$ cat src/rbmc_pkg.sv
`default_nettype none
package rbmc_pkg;
  // ***********************************************************************
  // timing
  // ***********************************************************************
  localparam int unsigned RBMC_RESET_INDICATOR_OUT_N_CYCLES = 512;   // stretch after release
  localparam int unsigned RBMC_CNT_W       = 10;    // counter width less one

  // ***********************************************************************
  // clock source and pll selections
  // ***********************************************************************
  localparam logic [1:0] RBMC_SRC_EXT_OSC = 2'h0;   // external oscillator
  localparam logic [1:0] RBMC_SRC_ONCHIP  = 2'h1;   // on-chip oscillator
  localparam logic [1:0] RBMC_SRC_CRYSTAL = 2'h2;   // crystal
  localparam logic [1:0] RBMC_MODE_00     = 2'h0;   // pll off, strap used
  localparam logic [1:0] RBMC_MODE_01     = 2'h1;   // pll off, crystal
  localparam logic [1:0] RBMC_MODE_10     = 2'h2;   // pll on, strap used
  localparam logic [1:0] RBMC_MODE_11     = 2'h3;   // pll on, crystal

  // ***********************************************************************
  // register bus: status and control words
  // ***********************************************************************
  localparam logic [3:0] RBMC_ADDR_STATUS = 4'h0;   // read-only state
  localparam logic [3:0] RBMC_ADDR_CTRL   = 4'h4;   // software control
  localparam int unsigned RBMC_ST_PLL_EN  = 0;      // status: pll enabled
  localparam int unsigned RBMC_ST_SRC_LO  = 1;      // status: source [2:1]
  localparam int unsigned RBMC_ST_PROG    = 3;      // status: flash prog
  localparam int unsigned RBMC_ST_RESET_INDICATOR_OUT_N    = 4;      // status: reset out low
  localparam int unsigned RBMC_ST_MODE_LO = 5;      // status: mode [6:5]
  localparam int unsigned RBMC_ST_LOCK    = 7;      // status: pll lock
  localparam int unsigned RBMC_CT_SWRST   = 0;      // ctrl: assert reset out
  localparam logic [31:0] RBMC_CTRL_RST   = 32'h0;  // ctrl reset value
  localparam logic [31:0] RBMC_UNMAPPED   = 32'h0;  // unmapped read value

  // ***********************************************************************
  // sequencer states
  // ***********************************************************************
  typedef enum logic [2:0] {
    RBMC_ST_HOLD    = 3'b001,
    RBMC_ST_STRETCH = 3'b010,
    RBMC_ST_RUN     = 3'b100
  } rbmc_state_t;
endpackage
`default_nettype wire

$ cat src/rbmc_reset_boot.sv
`default_nettype none
module rbmc_reset_boot
  import rbmc_pkg::*;
#(
  parameter int unsigned STRETCH = RBMC_RESET_INDICATOR_OUT_N_CYCLES  // reset out length
) (
  input  wire logic        clk_i,                 // system clock
  input  wire logic        rst_i,                 // synchronous reset
  input  wire logic        external_reset_in_n,   // async reset pin, low
  input  wire logic        src_reset_i,           // other reset sources
  input  wire logic        pll_lock_i,            // pll lock, async
  input  wire logic [1:0]  boot_clock_select,     // clock mode pins
  input  wire logic        crystal_drive_pin_i,   // crystal pin input
  output logic             crystal_drive_pin_o,   // crystal pin output
  output logic             crystal_drive_pin_oe_n,// low while driven
  output logic             crystal_input_en_o,    // crystal input in use
  input  wire logic        reset_config_pin_n,    // config pin, low active
  input  wire logic        test_pin_i,            // factory test pin
  output logic             system_clock_out,      // clock output
  output logic             core_reset_o,          // core/peripheral reset
  output logic             reset_indicator_out_n, // reset out, low
  output logic             pll_enable_o,          // pll in normal mode
  output logic      [1:0]  clock_source_o,        // selected source
  output logic             prog_mode_o,           // flash programming
  output logic             serial_flash_port_en_o,// port owns flash
  input  wire logic        cyc_i,                 // wishbone cycle
  input  wire logic        stb_i,                 // wishbone strobe
  input  wire logic        we_i,                  // write enable
  input  wire logic [3:0]  adr_i,                 // byte address
  input  wire logic [3:0]  sel_i,                 // byte lanes
  input  wire logic [31:0] dat_i,                 // write data
  output logic      [31:0] dat_o,                 // read data
  output logic             ack_o                  // acknowledge
);
  // ***********************************************************************
  // pin synchronisation
  // ***********************************************************************
  localparam int unsigned NSYNC = 7;
  logic [NSYNC-1:0] pins_s;
  logic             rst_pin_s, lock_s, crystal_drive_pin_s, reset_config_pin_n_n_s, test_s;
  logic [1:0]       mode_s;

  rbmc_sync2 #(.WIDTH(NSYNC)) u_sync (
    .clk_i (clk_i),
    .d_i   ({external_reset_in_n, pll_lock_i, boot_clock_select,
             crystal_drive_pin_i, reset_config_pin_n, test_pin_i}),
    .q_o   (pins_s)
  );
  assign {rst_pin_s, lock_s, mode_s, crystal_drive_pin_s, reset_config_pin_n_n_s, test_s} = pins_s;

  // ***********************************************************************
  // immediate reset path
  // ***********************************************************************
  // combinational on purpose: the pin must reset without any clock edge
  assign core_reset_o = ~external_reset_in_n | rst_i | src_reset_i;

  // ***********************************************************************
  // strap decode
  // ***********************************************************************
  function automatic logic [2:0] rbmc_decode(input logic [1:0] m,
                                             input logic x);
    logic [1:0] src;
    src = x ? RBMC_SRC_ONCHIP : RBMC_SRC_EXT_OSC;
    unique case (m)
      RBMC_MODE_00: rbmc_decode = {1'b0, src};
      RBMC_MODE_01: rbmc_decode = {1'b0, RBMC_SRC_CRYSTAL};
      RBMC_MODE_10: rbmc_decode = {1'b1, src};
      RBMC_MODE_11: rbmc_decode = {1'b1, RBMC_SRC_CRYSTAL};
    endcase
  endfunction

  // ***********************************************************************
  // sequencer and strap latch
  // ***********************************************************************
  rbmc_state_t          state_r, state_nxt;
  logic [RBMC_CNT_W:0]  cnt_r, cnt_nxt;
  logic [1:0]           mode_r, mode_nxt;
  logic                 crystal_drive_pin_r, crystal_drive_pin_nxt;
  logic                 prog_r, prog_nxt;
  logic                 in_reset;
  logic [31:0]          ctrl_w;
  logic                 swrst;

  assign swrst    = ctrl_w[RBMC_CT_SWRST];
  // synchronised pin plus the raw source and software resets for the stretch logic
  assign in_reset = ~rst_pin_s | src_reset_i | swrst;

  always_comb begin
    state_nxt = state_r;
    cnt_nxt   = cnt_r;
    mode_nxt  = mode_r;
    crystal_drive_pin_nxt  = crystal_drive_pin_r;
    prog_nxt  = prog_r;
    unique case (state_r)
      RBMC_ST_HOLD: begin
        // straps follow the pins while reset stands, frozen on exit
        mode_nxt = mode_s;
        crystal_drive_pin_nxt = crystal_drive_pin_s;
        prog_nxt = ~reset_config_pin_n_n_s & ~test_s;
        cnt_nxt  = '0;
        if (!in_reset && lock_s) begin
          state_nxt = RBMC_ST_STRETCH;
        end
      end
      RBMC_ST_STRETCH: begin
        if (in_reset || !lock_s) begin
          state_nxt = RBMC_ST_HOLD;
        end else if (cnt_r == (RBMC_CNT_W+1)'(STRETCH - 1)) begin
          state_nxt = RBMC_ST_RUN;
        end else begin
          cnt_nxt = cnt_r + 1'b1;
        end
      end
      RBMC_ST_RUN: begin
        if (in_reset || !lock_s) begin
          state_nxt = RBMC_ST_HOLD;
        end
      end
      default: state_nxt = RBMC_ST_HOLD;
    endcase
  end

  // register stage; the strap latch is cleared only by a fresh reset
  always_ff @(posedge clk_i) begin
    if (rst_i) begin
      state_r <= RBMC_ST_HOLD;
      cnt_r   <= '0;
      mode_r  <= RBMC_MODE_00;
      crystal_drive_pin_r  <= 1'b0;
      prog_r  <= 1'b0;
    end else begin
      state_r <= state_nxt;
      cnt_r   <= cnt_nxt;
      mode_r  <= mode_nxt;
      crystal_drive_pin_r  <= crystal_drive_pin_nxt;
      prog_r  <= prog_nxt;
    end
  end

  // ***********************************************************************
  // outputs
  // ***********************************************************************
  logic [2:0] dec;
  logic       strap_mode;
  logic       reset_indicator_out_n_n_r;

  assign dec        = rbmc_decode(mode_r, crystal_drive_pin_r);
  assign strap_mode = ~mode_r[0];      // modes 00 and 10 read the strap

  // registered so the indicator never glitches
  always_ff @(posedge clk_i) begin
    if (rst_i) begin
      reset_indicator_out_n_n_r <= 1'b0;
    end else begin
      reset_indicator_out_n_n_r <= (state_nxt == RBMC_ST_RUN);
    end
  end
  assign reset_indicator_out_n = reset_indicator_out_n_n_r;

  assign pll_enable_o   = dec[2];
  assign clock_source_o = dec[1:0];
  // released as an input when the strap is read, else driven low
  assign crystal_drive_pin_oe_n = strap_mode;
  assign crystal_drive_pin_o    = 1'b0;
  assign crystal_input_en_o = (dec[1:0] != RBMC_SRC_ONCHIP);
  // trade-off: forwarding the clock keeps it phase-exact, no divider
  assign system_clock_out = clk_i;
  assign prog_mode_o = prog_r;
  // port gets flash only once the chip has left reset in that mode
  assign serial_flash_port_en_o = prog_r & reset_indicator_out_n_n_r;

  // ***********************************************************************
  // register bus
  // ***********************************************************************
  logic [31:0] status_w;
  always_comb begin
    status_w = 32'h0;
    status_w[RBMC_ST_PLL_EN]               = dec[2];
    status_w[RBMC_ST_SRC_LO +: 2]          = dec[1:0];
    status_w[RBMC_ST_PROG]                 = prog_r;
    status_w[RBMC_ST_RESET_INDICATOR_OUT_N]                 = ~reset_indicator_out_n_n_r;
    status_w[RBMC_ST_MODE_LO +: 2]         = mode_r;
    status_w[RBMC_ST_LOCK]                 = lock_s;
  end

  rbmc_wb_regs u_regs (
    .clk_i    (clk_i),
    .rst_i    (rst_i),
    .cyc_i    (cyc_i),
    .stb_i    (stb_i),
    .we_i     (we_i),
    .adr_i    (adr_i),
    .sel_i    (sel_i),
    .dat_i    (dat_i),
    .dat_o    (dat_o),
    .ack_o    (ack_o),
    .status_i (status_w),
    .ctrl_o   (ctrl_w)
  );

  // ***********************************************************************
  // checks
  // ***********************************************************************
  int unsigned low_cnt;
  always_ff @(posedge clk_i) begin
    if (rst_i || state_r == RBMC_ST_HOLD) begin
      low_cnt <= 0;
    end else if (!reset_indicator_out_n_n_r) begin
      low_cnt <= low_cnt + 1;
    end
  end

  // reset out: exact stretch length, and low through every reset cause
  a_reset_indicator_out_n_release: assert property (
    @(posedge clk_i) disable iff (rst_i)
    $rose(reset_indicator_out_n_n_r) |-> low_cnt == STRETCH)
    else $error("reset out released after wrong count");

  a_reset_indicator_out_n_hold: assert property (
    @(posedge clk_i) disable iff (rst_i)
    in_reset |=> !reset_indicator_out_n_n_r)
    else $error("reset out high during reset");

  a_reset_indicator_out_n_stretch: assert property (
    @(posedge clk_i) disable iff (rst_i)
    state_r == RBMC_ST_STRETCH |-> !reset_indicator_out_n_n_r)
    else $error("reset out high while stretching");

  // core reset must follow the pin and sources with no clock edge
  a_core_reset: assert property (
    @(posedge clk_i)
    !external_reset_in_n |-> core_reset_o)
    else $error("core not in reset with pin low");

  a_core_source: assert property (
    @(posedge clk_i)
    src_reset_i |-> core_reset_o)
    else $error("core not in reset with source high");

  // clock mode decode, one property per strap pattern
  a_mode00_src: assert property (
    @(posedge clk_i) disable iff (rst_i)
    mode_r == RBMC_MODE_00 |-> !pll_enable_o &&
      clock_source_o == (crystal_drive_pin_r ? RBMC_SRC_ONCHIP : RBMC_SRC_EXT_OSC))
    else $error("mode 00 decode wrong");

  a_mode01_src: assert property (
    @(posedge clk_i) disable iff (rst_i)
    mode_r == RBMC_MODE_01 |-> !pll_enable_o &&
      clock_source_o == RBMC_SRC_CRYSTAL)
    else $error("mode 01 decode wrong");

  a_mode10_src: assert property (
    @(posedge clk_i) disable iff (rst_i)
    mode_r == RBMC_MODE_10 |-> pll_enable_o &&
      clock_source_o == (crystal_drive_pin_r ? RBMC_SRC_ONCHIP : RBMC_SRC_EXT_OSC))
    else $error("mode 10 decode wrong");

  a_mode11_src: assert property (
    @(posedge clk_i) disable iff (rst_i)
    mode_r == RBMC_MODE_11 |-> pll_enable_o &&
      clock_source_o == RBMC_SRC_CRYSTAL)
    else $error("mode 11 decode wrong");

  // crystal pins: released for the strap, input unless on-chip source
  a_strap_pin: assert property (
    @(posedge clk_i) disable iff (rst_i)
    !mode_r[0] |-> crystal_drive_pin_oe_n)
    else $error("crystal pin driven in strap mode");

  a_osc_drive: assert property (
    @(posedge clk_i) disable iff (rst_i)
    mode_r[0] |-> !crystal_drive_pin_oe_n)
    else $error("crystal pin released in crystal mode");

  a_crystal_drive_pin_input: assert property (
    @(posedge clk_i) disable iff (rst_i)
    crystal_input_en_o == (mode_r[0] || !crystal_drive_pin_r))
    else $error("crystal input use wrong");

  // programming strap taken on the edge that leaves hold
  a_prog_entry: assert property (
    @(posedge clk_i) disable iff (rst_i)
    state_r == RBMC_ST_HOLD && state_nxt == RBMC_ST_STRETCH
      |=> prog_r == (!$past(reset_config_pin_n_n_s) && !$past(test_s)))
    else $error("programming strap latched wrong");

  a_strap_frozen: assert property (
    @(posedge clk_i) disable iff (rst_i)
    state_r == RBMC_ST_RUN ##1 state_r == RBMC_ST_RUN
      |-> $stable(mode_r) && $stable(crystal_drive_pin_r) && $stable(prog_r))
    else $error("straps changed outside reset");

  a_flash_port: assert property (
    @(posedge clk_i) disable iff (rst_i)
    serial_flash_port_en_o |-> prog_r && reset_indicator_out_n_n_r)
    else $error("flash port on outside programming");

  a_flash_grant: assert property (
    @(posedge clk_i) disable iff (rst_i)
    prog_r && reset_indicator_out_n_n_r |-> serial_flash_port_en_o)
    else $error("flash port off in programming mode");
endmodule
`default_nettype wire

$ cat src/rbmc_sync2.sv
`default_nettype none
module rbmc_sync2
  import rbmc_pkg::*;
#(
  parameter int unsigned WIDTH = 1
) (
  input  wire logic             clk_i,   // system clock
  input  wire logic [WIDTH-1:0] d_i,     // asynchronous pins
  output logic      [WIDTH-1:0] q_o      // synchronised pins
);
  // ***********************************************************************
  // two-flop synchroniser, no reset so the chain cannot glitch on release
  // ***********************************************************************
  logic [WIDTH-1:0] meta_r;
  logic [WIDTH-1:0] q_r;

  // first stage is read only by the second
  always_ff @(posedge clk_i) begin
    meta_r <= d_i;
    q_r    <= meta_r;
  end
  assign q_o = q_r;
endmodule
`default_nettype wire

$ cat src/rbmc_wb_regs.sv
`default_nettype none
module rbmc_wb_regs
  import rbmc_pkg::*;
(
  input  wire logic        clk_i,     // system clock
  input  wire logic        rst_i,     // synchronous reset
  input  wire logic        cyc_i,     // wishbone cycle
  input  wire logic        stb_i,     // wishbone strobe
  input  wire logic        we_i,      // write enable
  input  wire logic [3:0]  adr_i,     // byte address
  input  wire logic [3:0]  sel_i,     // byte lanes
  input  wire logic [31:0] dat_i,     // write data
  output logic      [31:0] dat_o,     // read data (registered)
  output logic             ack_o,     // acknowledge
  input  wire logic [31:0] status_i,  // block state to read
  output logic      [31:0] ctrl_o     // control word
);
  // ***********************************************************************
  // classic wishbone slave, one wait state
  // ***********************************************************************
  logic [31:0] ctrl_r, ctrl_nxt;
  logic [31:0] dat_r, dat_nxt;
  logic        ack_r, ack_nxt;
  logic        req;

  // ack drops the cycle after it is given, so a held strobe is not doubled
  always_comb begin
    req      = cyc_i & stb_i & ~ack_r;
    ack_nxt  = req;
    ctrl_nxt = ctrl_r;
    dat_nxt  = dat_r;
    if (req && we_i && adr_i == RBMC_ADDR_CTRL) begin
      for (int b = 0; b < 4; b++) begin
        if (sel_i[b]) begin
          ctrl_nxt[b*8 +: 8] = dat_i[b*8 +: 8];
        end
      end
    end
    if (req && !we_i) begin
      unique case (adr_i)
        RBMC_ADDR_STATUS: dat_nxt = status_i;
        RBMC_ADDR_CTRL:   dat_nxt = ctrl_r;
        default:          dat_nxt = RBMC_UNMAPPED;
      endcase
    end
  end

  // register stage
  always_ff @(posedge clk_i) begin
    if (rst_i) begin
      ctrl_r <= RBMC_CTRL_RST;
      dat_r  <= 32'h0;
      ack_r  <= 1'b0;
    end else begin
      ctrl_r <= ctrl_nxt;
      dat_r  <= dat_nxt;
      ack_r  <= ack_nxt;
    end
  end
  assign dat_o  = dat_r;
  assign ack_o  = ack_r;
  assign ctrl_o = ctrl_r;
endmodule
`default_nettype wire

$ cat config.mk
export PLATFORM = sky130hd
export DESIGN_NAME = rbmc_reset_boot
export DESIGN_NICKNAME = d
export VERILOG_FILES = /design/src/rbmc_pkg.sv /design/src/rbmc_reset_boot.sv /design/src/rbmc_sync2.sv /design/src/rbmc_wb_regs.sv
export SDC_FILE = /design/constraint.sdc
export NUM_CORES = 1
export LEC_CHECK = 0
export BUFFER_PORTS_ARGS = -buffer_cell sky130_fd_sc_hd__buf_4
export CAP_MARGIN = 25
export CORE_MARGIN = 2
export CORE_UTILIZATION = 54
export DETAILED_ROUTE_END_ITERATION = 8
export PLACE_DENSITY_LB_ADDON = 0.08
export SLEW_MARGIN = 10
export SYNTH_ARGS = -nofsm -noshare
export SYNTH_HDL_FRONTEND = slang
export SYNTH_HIERARCHICAL = 1
export SYNTH_SLANG_ARGS = --single-unit
$ cat constraint.sdc
create_clock -name clk_i -period 2.7 [get_ports clk_i]
set_clock_uncertainty 0.15 [all_clocks]
set_input_delay 0.135 -clock clk_i [delete_from_list [all_inputs] [get_ports clk_i]]
set_output_delay 0.135 -clock clk_i [all_outputs]
set_load 0.05 [all_outputs]
Word-level counts from Yosys, hierarchy flattened
Cells that the tools add are included.
Cells by class
  div/mod/pow operators: 0
  reduce and logical (&&, ||, !) cells: 16
  bitwise operators: 15
  magnitude comparators: 0
  $add $sub $neg: 1
  multiply operators: 0
  shift-type cells: 0
  mux-type cells: 11
  equality and inequality tests: 12
Operator list (number)
  $pmux W32 S2: 1
  $mux W11: 2
  $pmux W11 S2: 1
  $mux W3: 4
  $pmux W3 S4: 1
  $add A11 B1 Y11 const B: 1
  $eq A11 B9 Y1 const B: 1
  $pmux W3 S3: 1
  $reduce_and A2 Y1: 4
  $not A1 Y1: 7
  $eq A3 B3 Y1 const B: 2
  $and A1 B1 Y1: 4
  $eq A2 B2 Y1 const B: 2
  $eq A4 B3 Y1 const B: 1
  $logic_and A1 B1 Y1: 4
  $logic_not A4 Y1: 1
  $ne A2 B2 Y1 const B: 2
  $or A1 B1 Y1: 4
  $eq A3 B1 Y1 const B: 1
  $eq A3 B2 Y1 const B: 1
  $logic_not A1 Y1: 3
  $reduce_and A3 Y1: 1
  $eq A2 B1 Y1 const B: 1
  $logic_not A2 Y1: 1
  4 further kinds: 4
Word-level totals
  RAM bits: 0
  register bits: 98
  input bits: 53
  latch bits: 0
  word-level logic and storage cells: 69
  output and inout bits: 44
  ROM bits: 0
  memories kept: 0

Depth between registers and ports, before layout
  depth after elaboration: 8
  mapped depth: 7

Hierarchy
The synthesis kept the hierarchy.
Modules (own cells, without submodules)
  rbmc_wb_regs: cells each 346, times used 1, sequential area each 1301.2 um^2, area each 3276.9 um^2
  rbmc_reset_boot: cells each 119, times used 1, sequential area each 380.4 um^2, area each 1006.0 um^2
  rbmc_sync2: cells each 14, times used 1, sequential area each 280.3 um^2, area each 280.3 um^2

==> impl_metrics.sql <==
INSERT INTO impl_metrics (metric_group, metric, value, unit) VALUES
('outcome', 'outcome', 'finished clean', ''),
('setup_path', 'worst_setup_path_start_kind', 'flop', ''),
('power_and_ir_drop', 'worst_ir_drop_vdd', '0.000526', 'V'),
('setup_path', 'setup_crit_path_kind', 'flop to flop', ''),
('synthesis', 'postSynth.topFlopCell', 'dfxtp_1', ''),
('sta', 'fmax', '0.425', 'GHz'),
('power_and_ir_drop', 'power_report.internal_total', '2.19', 'mW'),
('cts', 'tritoncts', 'done', ''),
('synthesis', 'post_synth_edffs', '0', ''),
('sta', 'fin_crit', '2350', 'ps'),
('placed_design', 'io_buffers', '95', ''),
('floorplanning', 'top_level_ports', '97', ''),
('synthesis', 'synth.area.top_cells', 'dfxtp_1 43%, o41ai_2 11%, a21oi_1 8.0%', ''),
('routing', 'drtPass1Iterations', '5', ''),
('power_and_ir_drop', 'clockPowerShare', '41.0', '%'),
('sta', 'setup_tns', '0', 'ps'),
('routing', 'wl', '12.0', 'mm'),
('power_and_ir_drop', 'switchingPower', '0.884', 'mW'),
('power_and_ir_drop', 'share_comb_of_total_power', '11.0', '%'),
('routing', 'dr_total_vias', '4273', ''),
('global_routing', 'grtUsageTotal', '26.7', '%'),
('floorplanning', 'die_h', '95.9', 'um'),
('finish', 'final_net_count', '689', ''),
('placed_design', 'finalWeightedCongestion', '0.843', ''),
('sta', 'whs', '74.7', 'ps'),
('flow_run', 'drv.max_cap_violation_count', '0', ''),
('power_and_ir_drop', 'leakage_power_total', '2.22', 'nW'),
('synthesis', 'async_reset_ff_share', '0', '%'),
('synthesis', 'post-synth-top-area-cell', 'dfxtp_1', ''),
('finish', 'syn2layout_area_growth', '37.3', '%'),
('sta', 'finalHoldViolCount', '0', ''),
('global_routing', 'globalRouteOverflowTotal', '0', ''),
('sta', 'timing_worst_slew_pin_value', '909', 'ps'),
('cts', 'cts_post_setup_buffers_inserted', '0', ''),
('setup_path', 'critical_path_arrival', '2610', 'ps'),
('synthesis', 'netlist_top_cells_count', '98 x dfxtp_1, 73 x a21oi_1, 42 x nand2_1, 38 x nand3_1, 35 x nand4_1', ''),
('finish', 'antenna_cells', '0', ''),
('hold_path', 'hold_class', 'primary input to flop', ''),
('finish', 'filler_cell_count', '557', ''),
('synthesis', 'synthDistinctLibCells', '44', ''),
('sta', 'max-slew-margin-rel', '39.4', '%'),
('cts', 'clock_latency_reported_for_the_late_side_of_the_worst_skew_pair', '480', 'ps'),
('power_and_ir_drop', 'power_density', '490', 'mW/mm^2'),
('routing', 'final_routed_wire_length_divided_by_cell_count', '16.1', 'um'),
('synthesis', 'syn_area', '0.00456', 'mm^2'),
('sta', 'rsz0062_at_grt', 'no', ''),
('sta', 'post-route-period-util', '87.1', '%'),
('global_routing', 'maximum_number_of_pins_on_one_net_before_global_route_repair', '46', ''),
('synthesis', 'syn_area_per_cell', '9.53', 'um^2'),
('synthesis', 'yosysWarningCount', '6', ''),
('global_routing', 'grt_pass1_vias', '3892', ''),
('global_routing', 'grt_first_pass_wirelength', '19.0', 'mm'),
('synthesis', 'ys_ff_latch', '98', ''),
('placed_design', 'detailedPlacementHpwl', '7.12', 'mm'),
('setup_path', 'worst_endpoint_required_time', '2950', 'ps'),
('floorplanning', 'floorplan.die_area', '0.00920', 'mm^2'),
('sta', 'maxSlewViolCount', '0', ''),
('routing', 'detail-route-antenna-nets', '0', ''),
('setup_path', 'crit_path_max_fanout', '32', ''),
('floorplanning', 'starting_utilization_of_the_core_area', '55.5', '%'),
('synthesis', 'yosysMostFrequentCell', 'dfxtp_1', ''),
('synthesis', 'synth_sequential_area_ratio', '43.0', '%'),
('floorplanning', 'placementRows', '33', ''),
('synthesis', 'synth_cells', '479', ''),
('setup_path', 'timing.critical_path.to_type', 'flop', ''),
('floorplanning', 'floorplan.die.width', '95.9', 'um'),
('routing', 'dr.first_iter.drc_count', '292', ''),
('power_and_ir_drop', 'design_power_total', '3.07', 'mW'),
('sta', 'setup_viol', '0', ''),
('power_and_ir_drop', 'power_frac_seq', '48.0', '%'),
('power_and_ir_drop', 'switching_share', '28.8', '%'),
('routing', 'drc_errors', '0', ''),
('global_routing', 'antenna_found_initial', '0', ''),
('floorplanning', 'core_region_area', '0.00822', 'mm^2'),
('finish', 'drive_gt1_share', '30.3', '%'),
('synthesis', 'yosys.area.top_type_share', '43.0', '%'),
('cts', 'clkTransAtPathRegs', '110', 'ps'),
('routing', 'avgViaCountPerCell', '5.74', '');
[power by group through the flow]
| stage | sequential, mW | clock [mW] | combinational [mW] |
|---|---|---|---|
| 2_1_floorplan | 1.51 | 0.0798 | 0.181 |
| 3_3_place_gp | 1.51 | 0.0798 | 0.280 |
| 3_5_place_dp | 1.51 | 0.0798 | 0.283 |
| 4_1_cts | 1.47 | 1.28 | 0.332 |
| 5_1_grt | 1.48 | 1.35 | 0.362 |
| 6_report | 1.47 | 1.26 | 0.339 |
[cell usage in the layout (no fill, tap or decap), types with 2 or more instances in the layout]
cell type,n
a211oi_1,2
a21oi_1,73
and2_1,2
and4bb_2,3
buf_4,102
clkbuf_8,12
clkinv_8,3
conb_1,25
dfxtp_1,98
dlygate4sd3_1,73
inv_1,8
inv_6,2
mux2_2,32
mux2i_1,6
nand2_1,41
nand2_2,2
nand3_1,38
nand3b_1,2
nand4_1,35
nor2_1,12
o21ai_0,4
o31ai_1,4
o41ai_1,3
o41ai_2,30
or3_1,4
or4_1,3
[critical path, cell delays in order, from the launching register on]
cell and delay (ps):
dfxtp_1 340, and4bb_2 780, nand4_1 190, dlygate4sd3_1 630, a21oi_1 180
[repair_timing]
item	in CTS	in global routing
endpoints found under the hold margin	62	0
hold buffers	73	0
resized for setup	0	0
[cell type report]
cell class	count	area (um^2)	share of cell area, %
well taps	105	131	2.10
repair buffers	174	1490	23.8
clock buffers	13	173	2.76
multi-input cells	340	2370	37.9
clock inverters	7	108	1.72
flip-flops and latches	98	1960	31.3
inverters	8	30.0	0.479
[metal layers]
layer / global-route usage [%] / part of all wire [%] / up-vias
met5: 0 / 0 / -
met4: 9.40 / 1.9 / 0
met3: 6.11 / 5.5 / 23
met2: 43.4 / 49 / 159
met1: 35.1 / 44 / 2037
li1: - / - / 2054
[metrics by stage]
stage,instance area [um^2],util [%],cells,worst slack (ps)
3_3_place_gp,5260,64.0,653,814
2_1_floorplan,4650,-,503,761
3_5_place_dp,5260,64.0,653,788
5_1_grt,6260,76.2,745,271
4_1_cts,6260,76.2,745,478
6_report,6260,76.2,745,348
[cells by family after synthesis]
family / after synthesis / synth area share (%)
buffers and inverters: 65 / 7.21
flip-flops: 98 / 43.0
AND/OR/NAND/NOR: 156 / 18.7
adder cells (fa/ha/maj): 1 / 0.274
XOR/XNOR: 1 / 0.192
other: 1 / 0.0822
multiplexers: 38 / 9.21
AO/OA/AOI/OAI: 119 / 21.3
[sequential cells by signal (all words and copies together), names as in the netlist, 2 cells and up]
register / flops
u_regs/ctrl_o: 32
u_sync/meta_r: 7
u_sync/q_o: 7
cnt_r: 11
u_regs/dat_o: 32
state_r: 3
mode_r: 2
[final timing paths]
| kind | startpoint | slack (ps) | depth (start not counted) | end |
|---|---|---|---|---|
| worst max register to register | u_regs/ack_o | 350 | 4 | u_regs/ctrl_o[21] |
| worst min register to register | u_sync/meta_r[0] | 190 | 0 | u_sync/q_o[0] |
| worst min-delay path | adr_i[3] | 70 | 5 | u_regs/dat_o[13] |
| worst max-delay path | u_regs/ack_o | 350 | 4 | u_regs/ctrl_o[21] |
Note: power is estimated with default switching activity, not from simulation.
